===== config.mk =====
export PLATFORM = sky130hd
export DESIGN_NAME = pwsq_top
export DESIGN_NICKNAME = d
export VERILOG_FILES = /design/src/pwsq_pkg.sv /design/src/pwsq_rtc.sv /design/src/pwsq_idle.sv /design/src/pwsq_top.sv
export SDC_FILE = /design/constraint.sdc
export NUM_CORES = 1
export LEC_CHECK = 0
export BUFFER_PORTS_ARGS = -buffer_cell sky130_fd_sc_hd__buf_2
export CORE_ASPECT_RATIO = 1.2
export CORE_MARGIN = 5
export CORE_UTILIZATION = 50
export CTS_CLUSTER_SIZE = 25
export DETAILED_ROUTE_END_ITERATION = 8
export PLACE_DENSITY_LB_ADDON = 0.2
export REMOVE_ABC_BUFFERS = 1
export SETUP_SLACK_MARGIN = 0.5
export SLEW_MARGIN = 15
export SYNTH_ARGS = -nofsm -noshare
export SYNTH_HDL_FRONTEND = slang
export SYNTH_HIERARCHICAL = 1
export SYNTH_SLANG_ARGS = --single-unit

===== constraint.sdc =====
create_clock -name i_clk -period 2.6 [get_ports i_clk]
set_clock_uncertainty 0.2 [all_clocks]
set_input_delay 0.52 -clock i_clk [delete_from_list [all_inputs] [get_ports i_clk]]
set_output_delay 0.52 -clock i_clk [all_outputs]
set_load 0.02 [all_outputs]

===== src/pwsq_pkg.sv =====
package pwsq_pkg;
   // Clock and timing
   localparam int unsigned CLK_PERIOD_NS  = 10;
   localparam int unsigned CLK_HZ         = 100_000_000;
   localparam int unsigned SVC_LATENCY_NS = 80;   // Controller interrupt service time
   localparam int unsigned SVC_CYC = (SVC_LATENCY_NS + CLK_PERIOD_NS - 1) / CLK_PERIOD_NS;
   localparam int unsigned RESET_HOLD_NS  = 200;
   localparam int unsigned RESET_CYC = (RESET_HOLD_NS + CLK_PERIOD_NS - 1) / CLK_PERIOD_NS;
   localparam int unsigned INIT_HOLD_NS   = 200;
   localparam int unsigned INIT_CYC = (INIT_HOLD_NS + CLK_PERIOD_NS - 1) / CLK_PERIOD_NS;
   localparam int unsigned WARN_SEC       = 30;   // Low-battery warning, seconds
   localparam int unsigned SEC_PER_MIN    = 60;
   localparam int unsigned MIN_PER_DAY    = 1440;

   // Widths
   localparam int unsigned ADDR_W = 8;
   localparam int unsigned DATA_W = 32;
   localparam int unsigned MIN_W  = 11;
   localparam int unsigned SEC_W  = 6;
   localparam int unsigned TMR_W  = 8;
   localparam int unsigned LIM_W  = 8;

   // Sequencer step ends
   localparam logic [TMR_W-1:0] SVC_LAST   = TMR_W'(SVC_CYC - 1);
   localparam logic [TMR_W-1:0] RESET_LAST = TMR_W'(RESET_CYC - 1);
   localparam logic [TMR_W-1:0] INIT_LAST  = TMR_W'(INIT_CYC - 1);
   localparam logic [SEC_W-1:0] WARN_LAST  = SEC_W'(WARN_SEC - 1);

   // Register map (byte addresses)
   localparam logic [ADDR_W-1:0] REG_CTRL   = 8'h00;
   localparam logic [ADDR_W-1:0] REG_STATUS = 8'h04;
   localparam logic [ADDR_W-1:0] REG_IDLE   = 8'h08;
   localparam logic [ADDR_W-1:0] REG_WAKE   = 8'h0c;
   localparam logic [ADDR_W-1:0] REG_TIME   = 8'h10;

   // Control fields
   localparam int unsigned CTRL_OFF_REQ  = 0;   // Write 1: software power-off, self-clearing
   localparam int unsigned CTRL_WAKE_EN  = 1;
   localparam int unsigned CTRL_AUTO_EN  = 2;
   localparam logic [LIM_W-1:0] IDLE_DEF_MIN = 8'h0a;
   localparam logic             WAKE_EN_RST  = 1'h0;
   localparam logic             AUTO_EN_RST  = 1'h1;

   // Status fields
   localparam int unsigned STAT_ON      = 0;
   localparam int unsigned STAT_LOWBAT  = 1;
   localparam int unsigned STAT_SW      = 2;
   localparam int unsigned STAT_ST_LSB  = 4;
   localparam int unsigned STATE_W      = 3;

   typedef enum logic [STATE_W-1:0] {
      PWSQ_OFF     = 3'b000,
      PWSQ_ON_SVC  = 3'b001,
      PWSQ_PWR_UP  = 3'b010,
      PWSQ_RUN     = 3'b011,
      PWSQ_WARN    = 3'b100,
      PWSQ_OFF_SVC = 3'b101,
      PWSQ_SAVE    = 3'b110,
      PWSQ_INIT    = 3'b111
   } pwsq_state_e;

   typedef struct packed {
      logic              wr;
      logic              rd;
      logic [ADDR_W-1:0] addr;
      logic [DATA_W-1:0] wdata;
   } pwsq_bus_req_s;

   // One bit per unit: high means unit is unloaded or unpowered
   typedef struct packed {
      logic head_unload;
      logic cassette;
      logic prom;
      logic serial;
      logic barcode;
      logic speaker;
   } pwsq_periph_s;
endpackage


===== src/pwsq_rtc.sv =====
`timescale 1ns/1ps
module pwsq_rtc import pwsq_pkg::*; #(
   parameter int unsigned SEC_CYCLES = CLK_HZ
) (
   input  wire logic             i_clk,
   input  wire logic             i_sys_rst,
   input  wire logic             i_time_wr,
   input  wire logic [MIN_W-1:0] i_time_wdata,
   output logic      [MIN_W-1:0] o_minutes,
   output logic                  o_sec_tick,
   output logic                  o_min_tick
);
   localparam int unsigned CW = $clog2(SEC_CYCLES + 1);

   logic [CW-1:0]    cyc;
   logic [SEC_W-1:0] sec;

   // Second and minute boundaries
   wire sec_end = (cyc == CW'(SEC_CYCLES - 1));
   wire min_end = sec_end && (sec == SEC_W'(SEC_PER_MIN - 1));
   wire day_end = (o_minutes == MIN_W'(MIN_PER_DAY - 1));

   // A time write restarts the minute so the first tick is a full minute away
   always_ff @(posedge i_clk or posedge i_sys_rst) begin
      if (i_sys_rst) begin
         cyc        <= '0;
         sec        <= '0;
         o_minutes  <= '0;
         o_sec_tick <= 1'b0;
         o_min_tick <= 1'b0;
      end else begin
         o_sec_tick <= sec_end && !i_time_wr;
         o_min_tick <= min_end && !i_time_wr;
         if (i_time_wr) begin
            cyc       <= '0;
            sec       <= '0;
            o_minutes <= i_time_wdata;
         end else begin
            cyc <= sec_end ? '0 : CW'(cyc + 1'b1);
            if (sec_end) sec <= min_end ? '0 : SEC_W'(sec + 1'b1);
            if (min_end) o_minutes <= day_end ? '0 : MIN_W'(o_minutes + 1'b1);
         end
      end
   end
endmodule // pwsq_rtc


===== src/pwsq_idle.sv =====
`timescale 1ns/1ps
module pwsq_idle import pwsq_pkg::*; (
   input  wire logic             i_clk,
   input  wire logic             i_sys_rst,
   input  wire logic             i_restart,
   input  wire logic             i_count_en,
   input  wire logic             i_min_tick,
   input  wire logic [LIM_W-1:0] i_limit,
   output logic                  o_timeout
);
   logic [LIM_W-1:0] cnt;

   wire [LIM_W-1:0] next_cnt = LIM_W'(cnt + 1'b1);
   wire             step     = i_count_en && i_min_tick && !i_restart;
   wire             expire   = step && (next_cnt == i_limit);

   // Counts whole minutes of idleness; restart wins over a tick
   always_ff @(posedge i_clk or posedge i_sys_rst) begin
      if (i_sys_rst) begin
         cnt       <= '0;
         o_timeout <= 1'b0;
      end else begin
         o_timeout <= expire;
         if (i_restart || expire) cnt <= '0;
         else if (step) cnt <= next_cnt;
      end
   end
endmodule // pwsq_idle


===== src/pwsq_top.sv =====
// Implementation choices: the register offsets and the address-and-strobe port.
`timescale 1ns/1ps
// Functional notes
// - Power switch rising edge starts the power-on sequence.
// - Wake time equal to clock minutes powers on regardless of switch.
// - Power switch falling edge starts the power-off sequence.
// - Low battery interrupts the CPU and requests a 30 second warning.
// - After the warning, power goes off if the switch is still on.
// - Idle key-wait with no I/O powers off after the interval, default 10 min.
// - Interval is programmable 1 to 255 minutes and is used as written.
// - Power-off unloads the head and cuts peripheral unit power.
// - Power outputs change only after an interrupt service delay.
// - Logic power stays until I/O sequences finish; printer is reinitialised.
// - A committed power-off runs a save sequence with the CPU first.
// - Power-on output is active low.
// - Power-on enables logic supply and battery-backed supply together.
// - Battery select high picks auxiliary battery, low picks main.
// - Auxiliary battery kept during low battery so the warning shows.
// - Power-off stops logic supply and returns backup to normal.
// - Initialise strobe goes to the gate arrays.
// - Receivers use the strobe only as reset, never for power.
// - Gate-array initialise strobe is active low.
// - Active-low system reset holds the processors.
module pwsq_top import pwsq_pkg::*; #(
   parameter int unsigned SEC_CYCLES = CLK_HZ
) (
   input  wire logic          i_clk,
   input  wire logic          i_sys_rst,
   input  wire pwsq_bus_req_s i_bus,
   output logic [DATA_W-1:0]  o_rdata,
   input  wire logic          i_power_switch_irq,
   input  wire logic          i_battery_low,
   input  wire logic          i_key_wait,
   input  wire logic          i_io_active,
   input  wire logic          i_mech_busy,
   input  wire logic          i_save_done,
   output logic               o_power_on_n,
   output logic               o_backup_rail_en,
   output logic               o_backup_batt_select,
   output logic               o_gate_array_init_n,
   output logic               o_system_reset_n,
   output logic               o_cpu_irq,
   output logic               o_warn_request,
   output logic               o_printer_init,
   output pwsq_periph_s       o_periph_off
);
   // Register address match, shared by read and write decode
   function automatic logic reg_hit(input logic [ADDR_W-1:0] a, input logic [ADDR_W-1:0] off);
      reg_hit = (a == off);
   endfunction

   pwsq_state_e      state;
   pwsq_state_e      next_state;
   logic [TMR_W-1:0] tmr;
   logic [SEC_W-1:0] warn_sec;
   logic             sw_prev;
   logic             off_req;
   logic             wake_en;
   logic             auto_en;
   logic [LIM_W-1:0] idle_lim;
   logic [MIN_W-1:0] wake_min;
   logic             lim_changed;
   logic [MIN_W-1:0] minutes;
   logic             sec_tick;
   logic             min_tick;
   logic             idle_timeout;

   // Bus decode
   wire wr_ctrl = i_bus.wr && reg_hit(i_bus.addr, REG_CTRL);
   wire wr_idle = i_bus.wr && reg_hit(i_bus.addr, REG_IDLE);
   wire wr_wake = i_bus.wr && reg_hit(i_bus.addr, REG_WAKE);
   wire wr_time = i_bus.wr && reg_hit(i_bus.addr, REG_TIME);
   // Limit field; zero would wrap the count to a 256-minute timeout
   wire [LIM_W-1:0] wr_lim = i_bus.wdata[LIM_W-1:0];
   wire lim_ok = (wr_lim != '0);   // Zero is outside 1..255 and is ignored

   // Switch edges; inputs are already synchronous
   wire sw_rise = i_power_switch_irq && !sw_prev;
   wire sw_fall = !i_power_switch_irq && sw_prev;

   // Wake alarm fires once, on the minute the clock reaches the set time
   wire wake_hit = wake_en && min_tick && (minutes == wake_min);

   // Step ends and off triggers; save also waits for mechanics
   wire tmr_svc  = (tmr == SVC_LAST);
   wire tmr_rst  = (tmr == RESET_LAST);
   wire tmr_init = (tmr == INIT_LAST);
   wire warn_done = sec_tick && (warn_sec == WARN_LAST);
   wire off_now  = sw_fall || off_req || (auto_en && idle_timeout);
   wire save_ok  = i_save_done && !i_mech_busy;

   // Idle timer runs only while powered and waiting for keys
   wire idle_en      = (state == PWSQ_RUN) && i_key_wait && !i_io_active;
   wire idle_restart = i_io_active || lim_changed || (state != PWSQ_RUN);

   // Next sequencer state
   always_comb begin
      next_state = state;
      case (state)
         PWSQ_OFF: begin
            if (sw_rise || wake_hit) next_state = PWSQ_ON_SVC;
         end
         PWSQ_ON_SVC: begin
            if (tmr_svc) next_state = PWSQ_PWR_UP;
         end
         PWSQ_PWR_UP: begin
            if (tmr_rst) next_state = PWSQ_RUN;
         end
         PWSQ_RUN: begin
            if (off_now) next_state = PWSQ_OFF_SVC;
            else if (i_battery_low) next_state = PWSQ_WARN;
         end
         PWSQ_WARN: begin
            if (sw_fall) next_state = PWSQ_OFF_SVC;
            else if (warn_done && i_power_switch_irq) next_state = PWSQ_OFF_SVC;
         end
         PWSQ_OFF_SVC: begin
            if (tmr_svc) next_state = PWSQ_SAVE;
         end
         PWSQ_SAVE: begin
            if (save_ok) next_state = PWSQ_INIT;
         end
         PWSQ_INIT: begin
            if (tmr_init) next_state = PWSQ_OFF;
         end
         default: next_state = PWSQ_OFF;
      endcase
   end

   // Switch still on when the warning ends: power goes off
   warn_auto_a: assert property (@(posedge i_clk) disable iff (i_sys_rst)
      (state == PWSQ_WARN) && warn_done && i_power_switch_irq |=> (state == PWSQ_OFF_SVC))
      else $error("warning end did not power off");
   // Switch already off: the warning stays, power is not cut here
   warn_stay_a: assert property (@(posedge i_clk) disable iff (i_sys_rst)
      (state == PWSQ_WARN) && warn_done && !i_power_switch_irq && !sw_fall
      |=> (state == PWSQ_WARN))
      else $error("warning left with switch off");

   // Output levels derived from the coming state so each output is a flop
   wire next_on     = (next_state != PWSQ_OFF) && (next_state != PWSQ_ON_SVC);
   wire next_rel    = (next_state == PWSQ_RUN) || (next_state == PWSQ_WARN) ||
                      (next_state == PWSQ_OFF_SVC) || (next_state == PWSQ_SAVE);
   wire next_init   = (next_state == PWSQ_PWR_UP) || (next_state == PWSQ_INIT);
   wire next_irq    = (next_state == PWSQ_WARN) || (next_state == PWSQ_OFF_SVC) ||
                      (next_state == PWSQ_SAVE);
   wire next_warn   = (next_state == PWSQ_WARN);
   wire next_periph = !next_rel;
   wire next_pinit  = (state == PWSQ_SAVE) && (next_state == PWSQ_INIT);
   // Auxiliary battery carries the display through the warning and the first off-service cycle
   wire next_aux    = next_warn || ((state == PWSQ_WARN) && next_irq);

   // Step timer restarts on every state change
   always_ff @(posedge i_clk or posedge i_sys_rst) begin
      if (i_sys_rst) begin
         state    <= PWSQ_OFF;
         tmr      <= '0;
         warn_sec <= '0;
         sw_prev  <= 1'b0;
      end else begin
         state    <= next_state;
         tmr      <= (next_state != state) ? '0 : TMR_W'(tmr + 1'b1);
         warn_sec <= (state != PWSQ_WARN) ? '0 :
                     (sec_tick ? SEC_W'(warn_sec + 1'b1) : warn_sec);
         sw_prev  <= i_power_switch_irq;
      end
   end

   // Pin outputs; power-on drives logic and backed supplies together
   always_ff @(posedge i_clk or posedge i_sys_rst) begin
      if (i_sys_rst) begin
         o_power_on_n         <= 1'b1;
         o_backup_rail_en     <= 1'b0;
         o_backup_batt_select <= 1'b0;
         o_gate_array_init_n  <= 1'b0;
         o_system_reset_n     <= 1'b0;
         o_cpu_irq            <= 1'b0;
         o_warn_request       <= 1'b0;
         o_printer_init       <= 1'b0;
         o_periph_off         <= '1;
      end else begin
         o_power_on_n         <= !next_on;
         o_backup_rail_en     <= next_on;
         o_backup_batt_select <= next_aux;
         o_gate_array_init_n  <= !next_init;
         o_system_reset_n     <= next_rel;
         o_cpu_irq            <= next_irq;
         o_warn_request       <= next_warn;
         o_printer_init       <= next_pinit;
         o_periph_off         <= {$bits(pwsq_periph_s){next_periph}};
      end
   end

   // Processors held and supply off while idle
   rst_off_a: assert property (@(posedge i_clk) disable iff (i_sys_rst)
      (state == PWSQ_OFF) |-> !o_system_reset_n && o_power_on_n)
      else $error("off state with processors live");
   // Power-up initialises the gate arrays under a live supply
   init_pwrup_a: assert property (@(posedge i_clk) disable iff (i_sys_rst)
      (state == PWSQ_PWR_UP) |-> !o_gate_array_init_n && !o_power_on_n)
      else $error("no initialise at power up");
   // Strobe is a reset only; supply stays on while it is low
   strobe_power_a: assert property (@(posedge i_clk) disable iff (i_sys_rst)
      (state == PWSQ_INIT) |-> !o_gate_array_init_n && !o_power_on_n && o_backup_rail_en)
      else $error("initialise strobe gated supply");
   // Save runs with processors live and the CPU interrupted
   save_live_a: assert property (@(posedge i_clk) disable iff (i_sys_rst)
      (state == PWSQ_SAVE) |-> o_cpu_irq && o_system_reset_n)
      else $error("save without live processors");
   // Auxiliary battery carries the display through the warning
   batt_warn_a: assert property (@(posedge i_clk) disable iff (i_sys_rst)
      (state == PWSQ_WARN) |-> o_backup_batt_select && o_warn_request)
      else $error("warning on main battery");
   // Backup back to the main battery once off
   batt_off_a: assert property (@(posedge i_clk) disable iff (i_sys_rst)
      (state == PWSQ_OFF) |-> !o_backup_batt_select && !o_backup_rail_en)
      else $error("backup not normal when off");
   // One printer pulse, still under logic power
   printer_pulse_a: assert property (@(posedge i_clk) disable iff (i_sys_rst)
      o_printer_init |=> !o_printer_init && !o_power_on_n)
      else $error("printer pulse malformed");

   // Software registers; power-off request is a one-cycle self-clearing bit
   always_ff @(posedge i_clk or posedge i_sys_rst) begin
      if (i_sys_rst) begin
         off_req     <= 1'b0;
         wake_en     <= WAKE_EN_RST;
         auto_en     <= AUTO_EN_RST;
         idle_lim    <= IDLE_DEF_MIN;
         wake_min    <= '0;
         lim_changed <= 1'b0;
      end else begin
         off_req     <= wr_ctrl && i_bus.wdata[CTRL_OFF_REQ];
         lim_changed <= wr_idle && lim_ok;
         if (wr_ctrl) begin
            wake_en <= i_bus.wdata[CTRL_WAKE_EN];
            auto_en <= i_bus.wdata[CTRL_AUTO_EN];
         end
         if (wr_idle && lim_ok) idle_lim <= wr_lim;
         if (wr_wake) wake_min <= i_bus.wdata[MIN_W-1:0];
      end
   end

   // A zero limit must leave the setting alone
   lim_keep_a: assert property (@(posedge i_clk) disable iff (i_sys_rst)
      wr_idle && !lim_ok |=> $stable(idle_lim))
      else $error("zero idle limit taken");
   // A legal limit is used as written
   lim_set_a: assert property (@(posedge i_clk) disable iff (i_sys_rst)
      wr_idle && lim_ok |=> (idle_lim == $past(wr_lim)))
      else $error("idle limit not stored");

   // Read mux; unmapped addresses read zero
   wire [DATA_W-1:0] status_word = DATA_W'({state, 1'b0, i_power_switch_irq,
                                           o_backup_batt_select, !o_power_on_n});
   wire [DATA_W-1:0] rd_mux =
      reg_hit(i_bus.addr, REG_CTRL)   ? DATA_W'({auto_en, wake_en, 1'b0}) :
      reg_hit(i_bus.addr, REG_STATUS) ? status_word :
      reg_hit(i_bus.addr, REG_IDLE)   ? DATA_W'(idle_lim) :
      reg_hit(i_bus.addr, REG_WAKE)   ? DATA_W'(wake_min) :
      reg_hit(i_bus.addr, REG_TIME)   ? DATA_W'(minutes) : '0;

   always_ff @(posedge i_clk or posedge i_sys_rst) begin
      if (i_sys_rst) o_rdata <= '0;
      else o_rdata <= i_bus.rd ? rd_mux : '0;
   end

   pwsq_rtc #(
      .SEC_CYCLES (SEC_CYCLES)
   ) u_rtc (
      .i_clk        (i_clk),
      .i_sys_rst    (i_sys_rst),
      .i_time_wr    (wr_time),
      .i_time_wdata (i_bus.wdata[MIN_W-1:0]),
      .o_minutes    (minutes),
      .o_sec_tick   (sec_tick),
      .o_min_tick   (min_tick)
   );

   // Minute ticks advance the idle count; I/O or a new limit restarts it
   pwsq_idle u_idle (
      .i_clk      (i_clk),
      .i_sys_rst  (i_sys_rst),
      .i_restart  (idle_restart),
      .i_count_en (idle_en),
      .i_min_tick (min_tick),
      .i_limit    (idle_lim),
      .o_timeout  (idle_timeout)
   );

   // Minute ticks fall on second ticks, so idle counts clock minutes
   min_tick_a: assert property (@(posedge i_clk) disable iff (i_sys_rst)
      min_tick |-> sec_tick)
      else $error("minute tick off a second");
   // A restart blocks a timeout in the next cycle
   idle_restart_a: assert property (@(posedge i_clk) disable iff (i_sys_rst)
      idle_restart |=> !idle_timeout)
      else $error("timeout despite restart");

   // Checks
   localparam int ON_BOUND = 40;

   sw_on_a: assert property (@(posedge i_clk) disable iff (i_sys_rst)
      (state == PWSQ_OFF) && sw_rise |-> ##[1:ON_BOUND] !o_power_on_n)
      else $error("switch on did not power up");
   wake_on_a: assert property (@(posedge i_clk) disable iff (i_sys_rst)
      (state == PWSQ_OFF) && wake_hit |=> (state == PWSQ_ON_SVC))
      else $error("wake alarm ignored");
   sw_off_a: assert property (@(posedge i_clk) disable iff (i_sys_rst)
      (state == PWSQ_RUN) && sw_fall |=> (state == PWSQ_OFF_SVC) && o_cpu_irq)
      else $error("switch off not handled");
   lowbat_warn_a: assert property (@(posedge i_clk) disable iff (i_sys_rst)
      (state == PWSQ_RUN) && i_battery_low && !off_now
      |=> o_warn_request && o_cpu_irq && o_backup_batt_select)
      else $error("low battery warning missing");
   warn_end_a: assert property (@(posedge i_clk) disable iff (i_sys_rst)
      (state == PWSQ_WARN) && !sw_fall && !warn_done |=> (state == PWSQ_WARN))
      else $error("warning cut short");
   idle_off_a: assert property (@(posedge i_clk) disable iff (i_sys_rst)
      (state == PWSQ_RUN) && auto_en && idle_timeout |=> (state == PWSQ_OFF_SVC))
      else $error("idle timeout ignored");
   periph_cut_a: assert property (@(posedge i_clk) disable iff (i_sys_rst)
      $rose(o_power_on_n) |-> (o_periph_off == '1) && !o_system_reset_n)
      else $error("peripherals powered at power off");
   svc_lag_a: assert property (@(posedge i_clk) disable iff (i_sys_rst)
      $fell(o_power_on_n) |-> ($past(state) == PWSQ_ON_SVC))
      else $error("power on without service delay");
   save_hold_a: assert property (@(posedge i_clk) disable iff (i_sys_rst)
      (state == PWSQ_SAVE) && !save_ok |=> (state == PWSQ_SAVE) && !o_power_on_n)
      else $error("power removed during I/O");
   init_strobe_a: assert property (@(posedge i_clk) disable iff (i_sys_rst)
      $rose(o_power_on_n) |-> $past(!o_gate_array_init_n))
      else $error("gate arrays not initialised before power off");

   cov_lowbat_c: cover property (@(posedge i_clk) disable iff (i_sys_rst)
      (state == PWSQ_WARN) ##1 (state == PWSQ_OFF_SVC));
   cov_wake_c: cover property (@(posedge i_clk) disable iff (i_sys_rst)
      (state == PWSQ_OFF) && wake_hit);
   cov_idle_c: cover property (@(posedge i_clk) disable iff (i_sys_rst)
      (state == PWSQ_RUN) && idle_timeout);
   cov_warn_hold_c: cover property (@(posedge i_clk) disable iff (i_sys_rst)
      (state == PWSQ_WARN) && warn_done && !i_power_switch_irq);
   cov_save_wait_c: cover property (@(posedge i_clk) disable iff (i_sys_rst)
      (state == PWSQ_SAVE) && i_mech_busy);
endmodule // pwsq_top


; ---- Word-level counts from Yosys, hierarchy flattened
; Cells that the tools add are included.
[word_totals]
ff_bits = 116
word_cells = 148
input_bits = 50
out_inout_bits = 46
[op_classes]
add_sub_neg = 6
n_reduce_logical = 56
n_eq_ne = 29
mux = 30
[op_table]
columns = cell, n
row1 = 2-to-1 mux 11 bit, 9
row2 = 2-to-1 mux 27 bit, 2
row3 = 2-to-1 mux 3 bit, 10
row4 = 2-to-1 mux 6 bit, 5
row5 = adder 27 x 1 -> 27 bit (second input constant), 1
row6 = == test 27 bit (second input constant), 1
row7 = logical AND 1 bit, 25
row8 = == test 3 bit (second input constant), 8
row9 = 2-to-1 mux 8 bit, 3
row10 = one-hot mux 3 bit (8 select lines), 1
row11 = adder 8 x 1 -> 8 bit (second input constant), 2
row12 = == test 8 x 3 -> 1 bit (second input constant), 2
row13 = == test 8 x 4 -> 1 bit (second input constant), 2
row14 = == test 8 x 5 -> 1 bit (second input constant), 2
row15 = logical OR 1 bit, 13
row16 = adder 6 x 1 -> 6 bit (second input constant), 2
row17 = == test 3 x 2 -> 1 bit (second input constant), 4
row18 = adder 11 x 1 -> 11 bit (second input constant), 1
row19 = == test 11 bit, 1
row20 = == test 11 bit (second input constant), 1
row21 = zero test 1 bit, 10
row22 = == test 8 bit, 1
row23 = zero test 8 bit, 1
row24 = nonzero test 2 bit, 4
row25 = other kinds (10), 10

; ---- Longest topological paths before layout
[depth]
ltp_word = 11
ltp_mapped = 9
ltp_nobuf = 8

; ---- By module
; Netlist, hierarchy kept.
[modules_own_cells]
columns = module, area_each_um2, seq_area_each_um2, cells_each, instances
row1 = pwsq_top, 3160.5, 1532.7, 297, 1
row2 = pwsq_rtc, 2551.2, 1151.1, 262, 1
row3 = pwsq_idle, 693.2, 225.2, 74, 1

; ---- Worst setup path after synthesis
; No wires, ideal clock.
[synth_timing]
kind = input to register
startpoint = input i_bus[39] (netlist name)
endpoint = register u_rtc.o_minutes[1]
setup_slack_ns = -0.169
setup_ns = 0.126
required_time_ns = 2.274
path_stages = 8
arrival_ns = 2.443
n_path_buf = 2
cell_sequence = or3_1 > nor3_1 > clkbuf_1 > and2_1 > or3_1 > clkbuf_1 > nor2_1 > a221o_1
[synth_via]
elab_chain_len = 3
elab_cells_between_ends = 4
classes_between = eq/ne: 1 / mux: 1 / reduce/logical: 2
[synth_lines]
columns = item, line
row1 = start: declaration, pwsq_top.sv:29  ; input wire pwsq_bus_req_s i_bus,
row2 = == test 8 x 5 -> 1 bit *, pwsq_top.sv:49  ; reg_hit = (a == off);
row3 = logical AND 1 bit *, pwsq_top.sv:72  ; wire wr_time = i_bus.wr && reg_hit(i_bus.addr, REG_TIME);
row4 = net wr_time, pwsq_top.sv:72
row5 = 2-to-1 mux 11 bit or nonzero test 2 bit (tied branches), --
row6 = end signal: assignment, pwsq_rtc.sv:37  ; o_minutes <= i_time_wdata;
row7 = end signal: assignment, pwsq_rtc.sv:41  ; if (min_end) o_minutes <= day_end ? '0 : MIN_W'(o_minutes + 1'b1);
row8 = end: declaration, pwsq_rtc.sv:9  ; output logic [MIN_W-1:0] o_minutes,
; Mark *: on every way through the listed nets, which the timed path passes. The rest lies on a longest branch.
; A chain may end at the register's enable or synchronous reset.

; ---- Worst setup path after layout
[layout_timing]
startpoint = register tmr[5]
endpoint = register o_backup_batt_select
[layout_via]
elab_chain_len = 8
elab_cells_between_ends = 14
classes_between = eq/ne: 5 / mux: 5 / reduce/logical: 4
[layout_lines]
columns = item, line
row1 = start: declaration, pwsq_top.sv:54  ; logic [TMR_W-1:0] tmr;
row2 = start signal: assignment, pwsq_top.sv:162  ; tmr <= (next_state != state) ? '0 : TMR_W'(tmr + 1'b1);
row3 = == test 8 x 5 -> 1 bit or == test 8 x 3 -> 1 bit (tied branches), "pwsq_top.sv:86, pwsq_top.sv:87, pwsq_top.sv:85"
row4 = 2-to-1 mux 3 bit (on tied branches), --
row5 = one-hot mux 3 bit (8 select lines) *, pwsq_top.sv:99  ; case (state)
row6 = net next_state[0], pwsq_top.sv:53  ; pwsq_state_e next_state;
row7 = == test 3 bit (on tied branches), "pwsq_top.sv:145, pwsq_top.sv:147"
row8 = logical OR 1 bit (2 in series), pwsq_top.sv:145  ; wire next_irq = (next_state == PWSQ_WARN) || (next_state == PWSQ_OFF_SVC) ||
row9 = logical AND 1 bit, pwsq_top.sv:151  ; wire next_aux = next_warn || ((state == PWSQ_WARN) && next_irq);
row10 = logical OR 1 bit *, pwsq_top.sv:151
row11 = net next_aux, pwsq_top.sv:151
row12 = end signal: assignment, pwsq_top.sv:184  ; o_backup_batt_select <= next_aux;
row13 = end: declaration, pwsq_top.sv:39  ; output logic o_backup_batt_select,
; Marks and branches as above.

==> results.sh <==
export IMPL_run_status="completed"
export IMPL_dpl_cell_area_um2=6980
export IMPL_syn_cell_area_um2=6400
export IMPL_io_pins=96
export IMPL_finalSetupViolCount=0
export IMPL_via_per_inst=5.77
export IMPL_fin_nets=807
export IMPL_start_kind="flip-flop"
export IMPL_synth_top_area_share=0.434
export IMPL_crit_required_ns=2.71
export IMPL_drive_above_1_share=0.368
export IMPL_ys_seq_area_frac=0.454
export IMPL_hpwl_um=11500
export IMPL_hold_path_class="in -> reg"
export IMPL_insertion_delay_ns=0.41
export IMPL_final_max_slew_violation_count=0
export IMPL_dr_pass1_iters=5
export IMPL_cp_arrival_ns=2.47
export IMPL_synth_main_ff_cell="dfrtp_1"
export IMPL_cts_buffer_depth=2
export IMPL_drv_cap=0
export IMPL_min_period_over_period=0.908
export IMPL_synth_async_reset_ratio=1.00
export IMPL_synth_area_leaders="dfrtp_1, xnor2_1, xor2_1"
export IMPL_vdd_drop_max_v=0.000522
export IMPL_root_buffer="clkbuf_16"
export IMPL_grt_pass1_vias=5315
export IMPL_htree_levels=4
export IMPL_antenna_found_initial=0
export IMPL_fin_ws_ns=0.238
export IMPL_fin_hold_ws_ns=0.121
export IMPL_clkTransAtPathRegs_ns=0.05
export IMPL_place_ws_ns=0.0180
export IMPL_cts_tree="done"
export IMPL_path_cells="or4_4, o311a_4, nor4_4, a22o_4, inv_6, o31ai_4"
export IMPL_drc=0
export IMPL_fin_area_um2=8360
export IMPL_max_stage_delay_ns=0.55
export IMPL_cts_buffers=17
export IMPL_yosys_top_cells_count="dfrtp_1, nor2_1, nand2_1"
export IMPL_endpoint_kind="flip-flop"
export IMPL_drt_total_wl_um=16700
export IMPL_synth_cell_type_count=81
export IMPL_cp_max_fo=5
export IMPL_powerDensity_nw_per_um2=746
export IMPL_crit_type="reg -> reg"
export IMPL_place_congestion=0.828
export IMPL_io_buffer_count=53
export IMPL_leakage_nw=3.75
export IMPL_fp_row_count=45
export IMPL_synth_warnings=6
export IMPL_cp_slowest_cell="or4_4"
export IMPL_clock_fmax_ghz=0.423
export IMPL_num_vias=5349
export IMPL_ant_nets=0
export IMPL_avgSynthCellArea_um2=10.1
export IMPL_hold_violations=0
export IMPL_syn_to_final_growth_pct=30.6
export IMPL_avgRoutedWirePerCell_um=18.0
export IMPL_synth_edff_count=0
export IMPL_ys_ff_latch=116
export IMPL_fin_tns_setup_ns=0
export IMPL_antenna_cells=0
export IMPL_grt_start_max_net_pins=27
export IMPL_synth_most_common_cell="dfrtp_1"
export IMPL_core_um2=12600
export IMPL_cts_sinks=116
export IMPL_grtUsageTotal=0.217
export IMPL_grt_overflow=0
export IMPL_fp_dieArea_um2=15200
export IMPL_grt_pass1_wl_um=26500
export IMPL_postSynthCellCount=633
export IMPL_start_util=0.508
export IMPL_rsz0062_at_grt="true"
export IMPL_fp_dieH_um=134
export IMPL_synth_top_area_cell="dfrtp_1"
export IMPL_min_period_ns=2.36
export IMPL_die_x_um=113
export IMPL_drt_iter0_markers=473
final timing paths:
| check | start | end | slack [ns] | depth (start not counted) |
|---|---|---|---|---|
| max in group asynchronous | i_sys_rst | idle_lim[3] | 1.03 | 4 |
| setup reg to reg | tmr[5] | o_backup_batt_select | 0.24 | 6 |
| min in group asynchronous | i_sys_rst | u_idle/cnt[2] | 0.46 | 3 |
| hold reg to reg | tmr[0] | tmr[0] | 0.27 | 1 |
| setup / recovery | tmr[5] | o_backup_batt_select | 0.24 | 6 |
| hold / removal | i_mech_busy | o_printer_init | 0.12 | 2 |
critical path, delay by kind of cell (launching register included):
family / cells / cell delay [ns]
buf+inv: 1 / 0.05
flops: 1 / 0.38
simple gates: 2 / 0.83
compound gates: 3 / 0.81
repair_timing:
action / in CTS / in global routing
pin swaps: 29 / 32
hold endpoints to repair: 42 / 0
hold buffers: 1 / 0
gates cloned: 2 / 1
resized for setup: 47 / 57
endpoints found under the setup margin: 76 / 75
buffers inserted: 15 / 14
routing by layer:
layer | global-route usage | part of all wire
met5 | 0 | 0
met4 | 0.0695 | 0.016
met3 | 0.0388 | 0.042
met2 | 0.383 | 0.54
met1 | 0.268 | 0.40
where the power goes:
group	leakage (nW)	switching, mW	internal (mW)
combinational	1.94	0.871	0.686
clock	0.309	0.786	1.72
sequential	1.49	0.172	2.00
total	3.75	1.83	4.41
cell type report:
| class | count | area [um2] |
|---|---|---|
| fillers | 1000 | 4250 |
| multi-input cells | 474 | 3650 |
| flip-flops and latches | 116 | 2920 |
| repair buffers | 123 | 886 |
| clock buffers | 23 | 458 |
| well taps | 164 | 205 |
| clock inverters | 9 | 178 |
| inverters | 18 | 72.6 |
kinds of logic after synthesis:
logic type / share of synthesized area
fa+ha+maj: 0.0137
simple gates: 0.244
other cells: 0.000585
compound gates: 0.103
mux: 0.0416
flops: 0.454
xor+xnor: 0.0861
buf+inv: 0.0572
cells in the final DEF (no fill, tap or decap), types with 6 or more instances in the layout:
cell,Yosys,routed
nor2_2,4,9
xnor2_1,32,32
dfrtp_1,111,106
buf_6,2,10
a222oi_1,8,8
nand2b_1,6,6
nor3_1,30,17
nand4_1,9,9
clkbuf_16,0,18
inv_1,17,15
buf_2,5,53
xor2_1,31,31
a21oi_1,15,8
a221o_1,8,8
and3_1,9,9
nand3_1,21,19
nor4_1,10,9
nand2_1,53,50
nor2_1,65,59
conb_1,1,21
mux2_2,21,21
buf_4,28,55
a21oi_2,0,7
nor3_2,5,17
sequential cells by signal, summed over array words and instances (netlist names), 3 cells and up:
| register | count |
|---|---|
| u_idle/cnt | 8 |
| u_rtc/o_minutes | 11 |
| idle_lim | 8 |
| tmr | 8 |
| o_rdata | 11 |
| state | 3 |
| u_rtc/sec | 6 |
| wake_min | 11 |
| u_rtc/cyc | 27 |
| warn_sec | 6 |
metrics by stage:
step	cells	utilization	power, mW
2_1_floorplan	607	-	2.99
3_3_place_gp	862	0.553	3.36
3_5_place_dp	862	0.553	3.39
4_1_cts	912	0.633	6.17
5_1_grt	927	0.663	6.52
6_report	927	0.663	6.24
No activity file was read; power rests on OpenSTA's default activity.
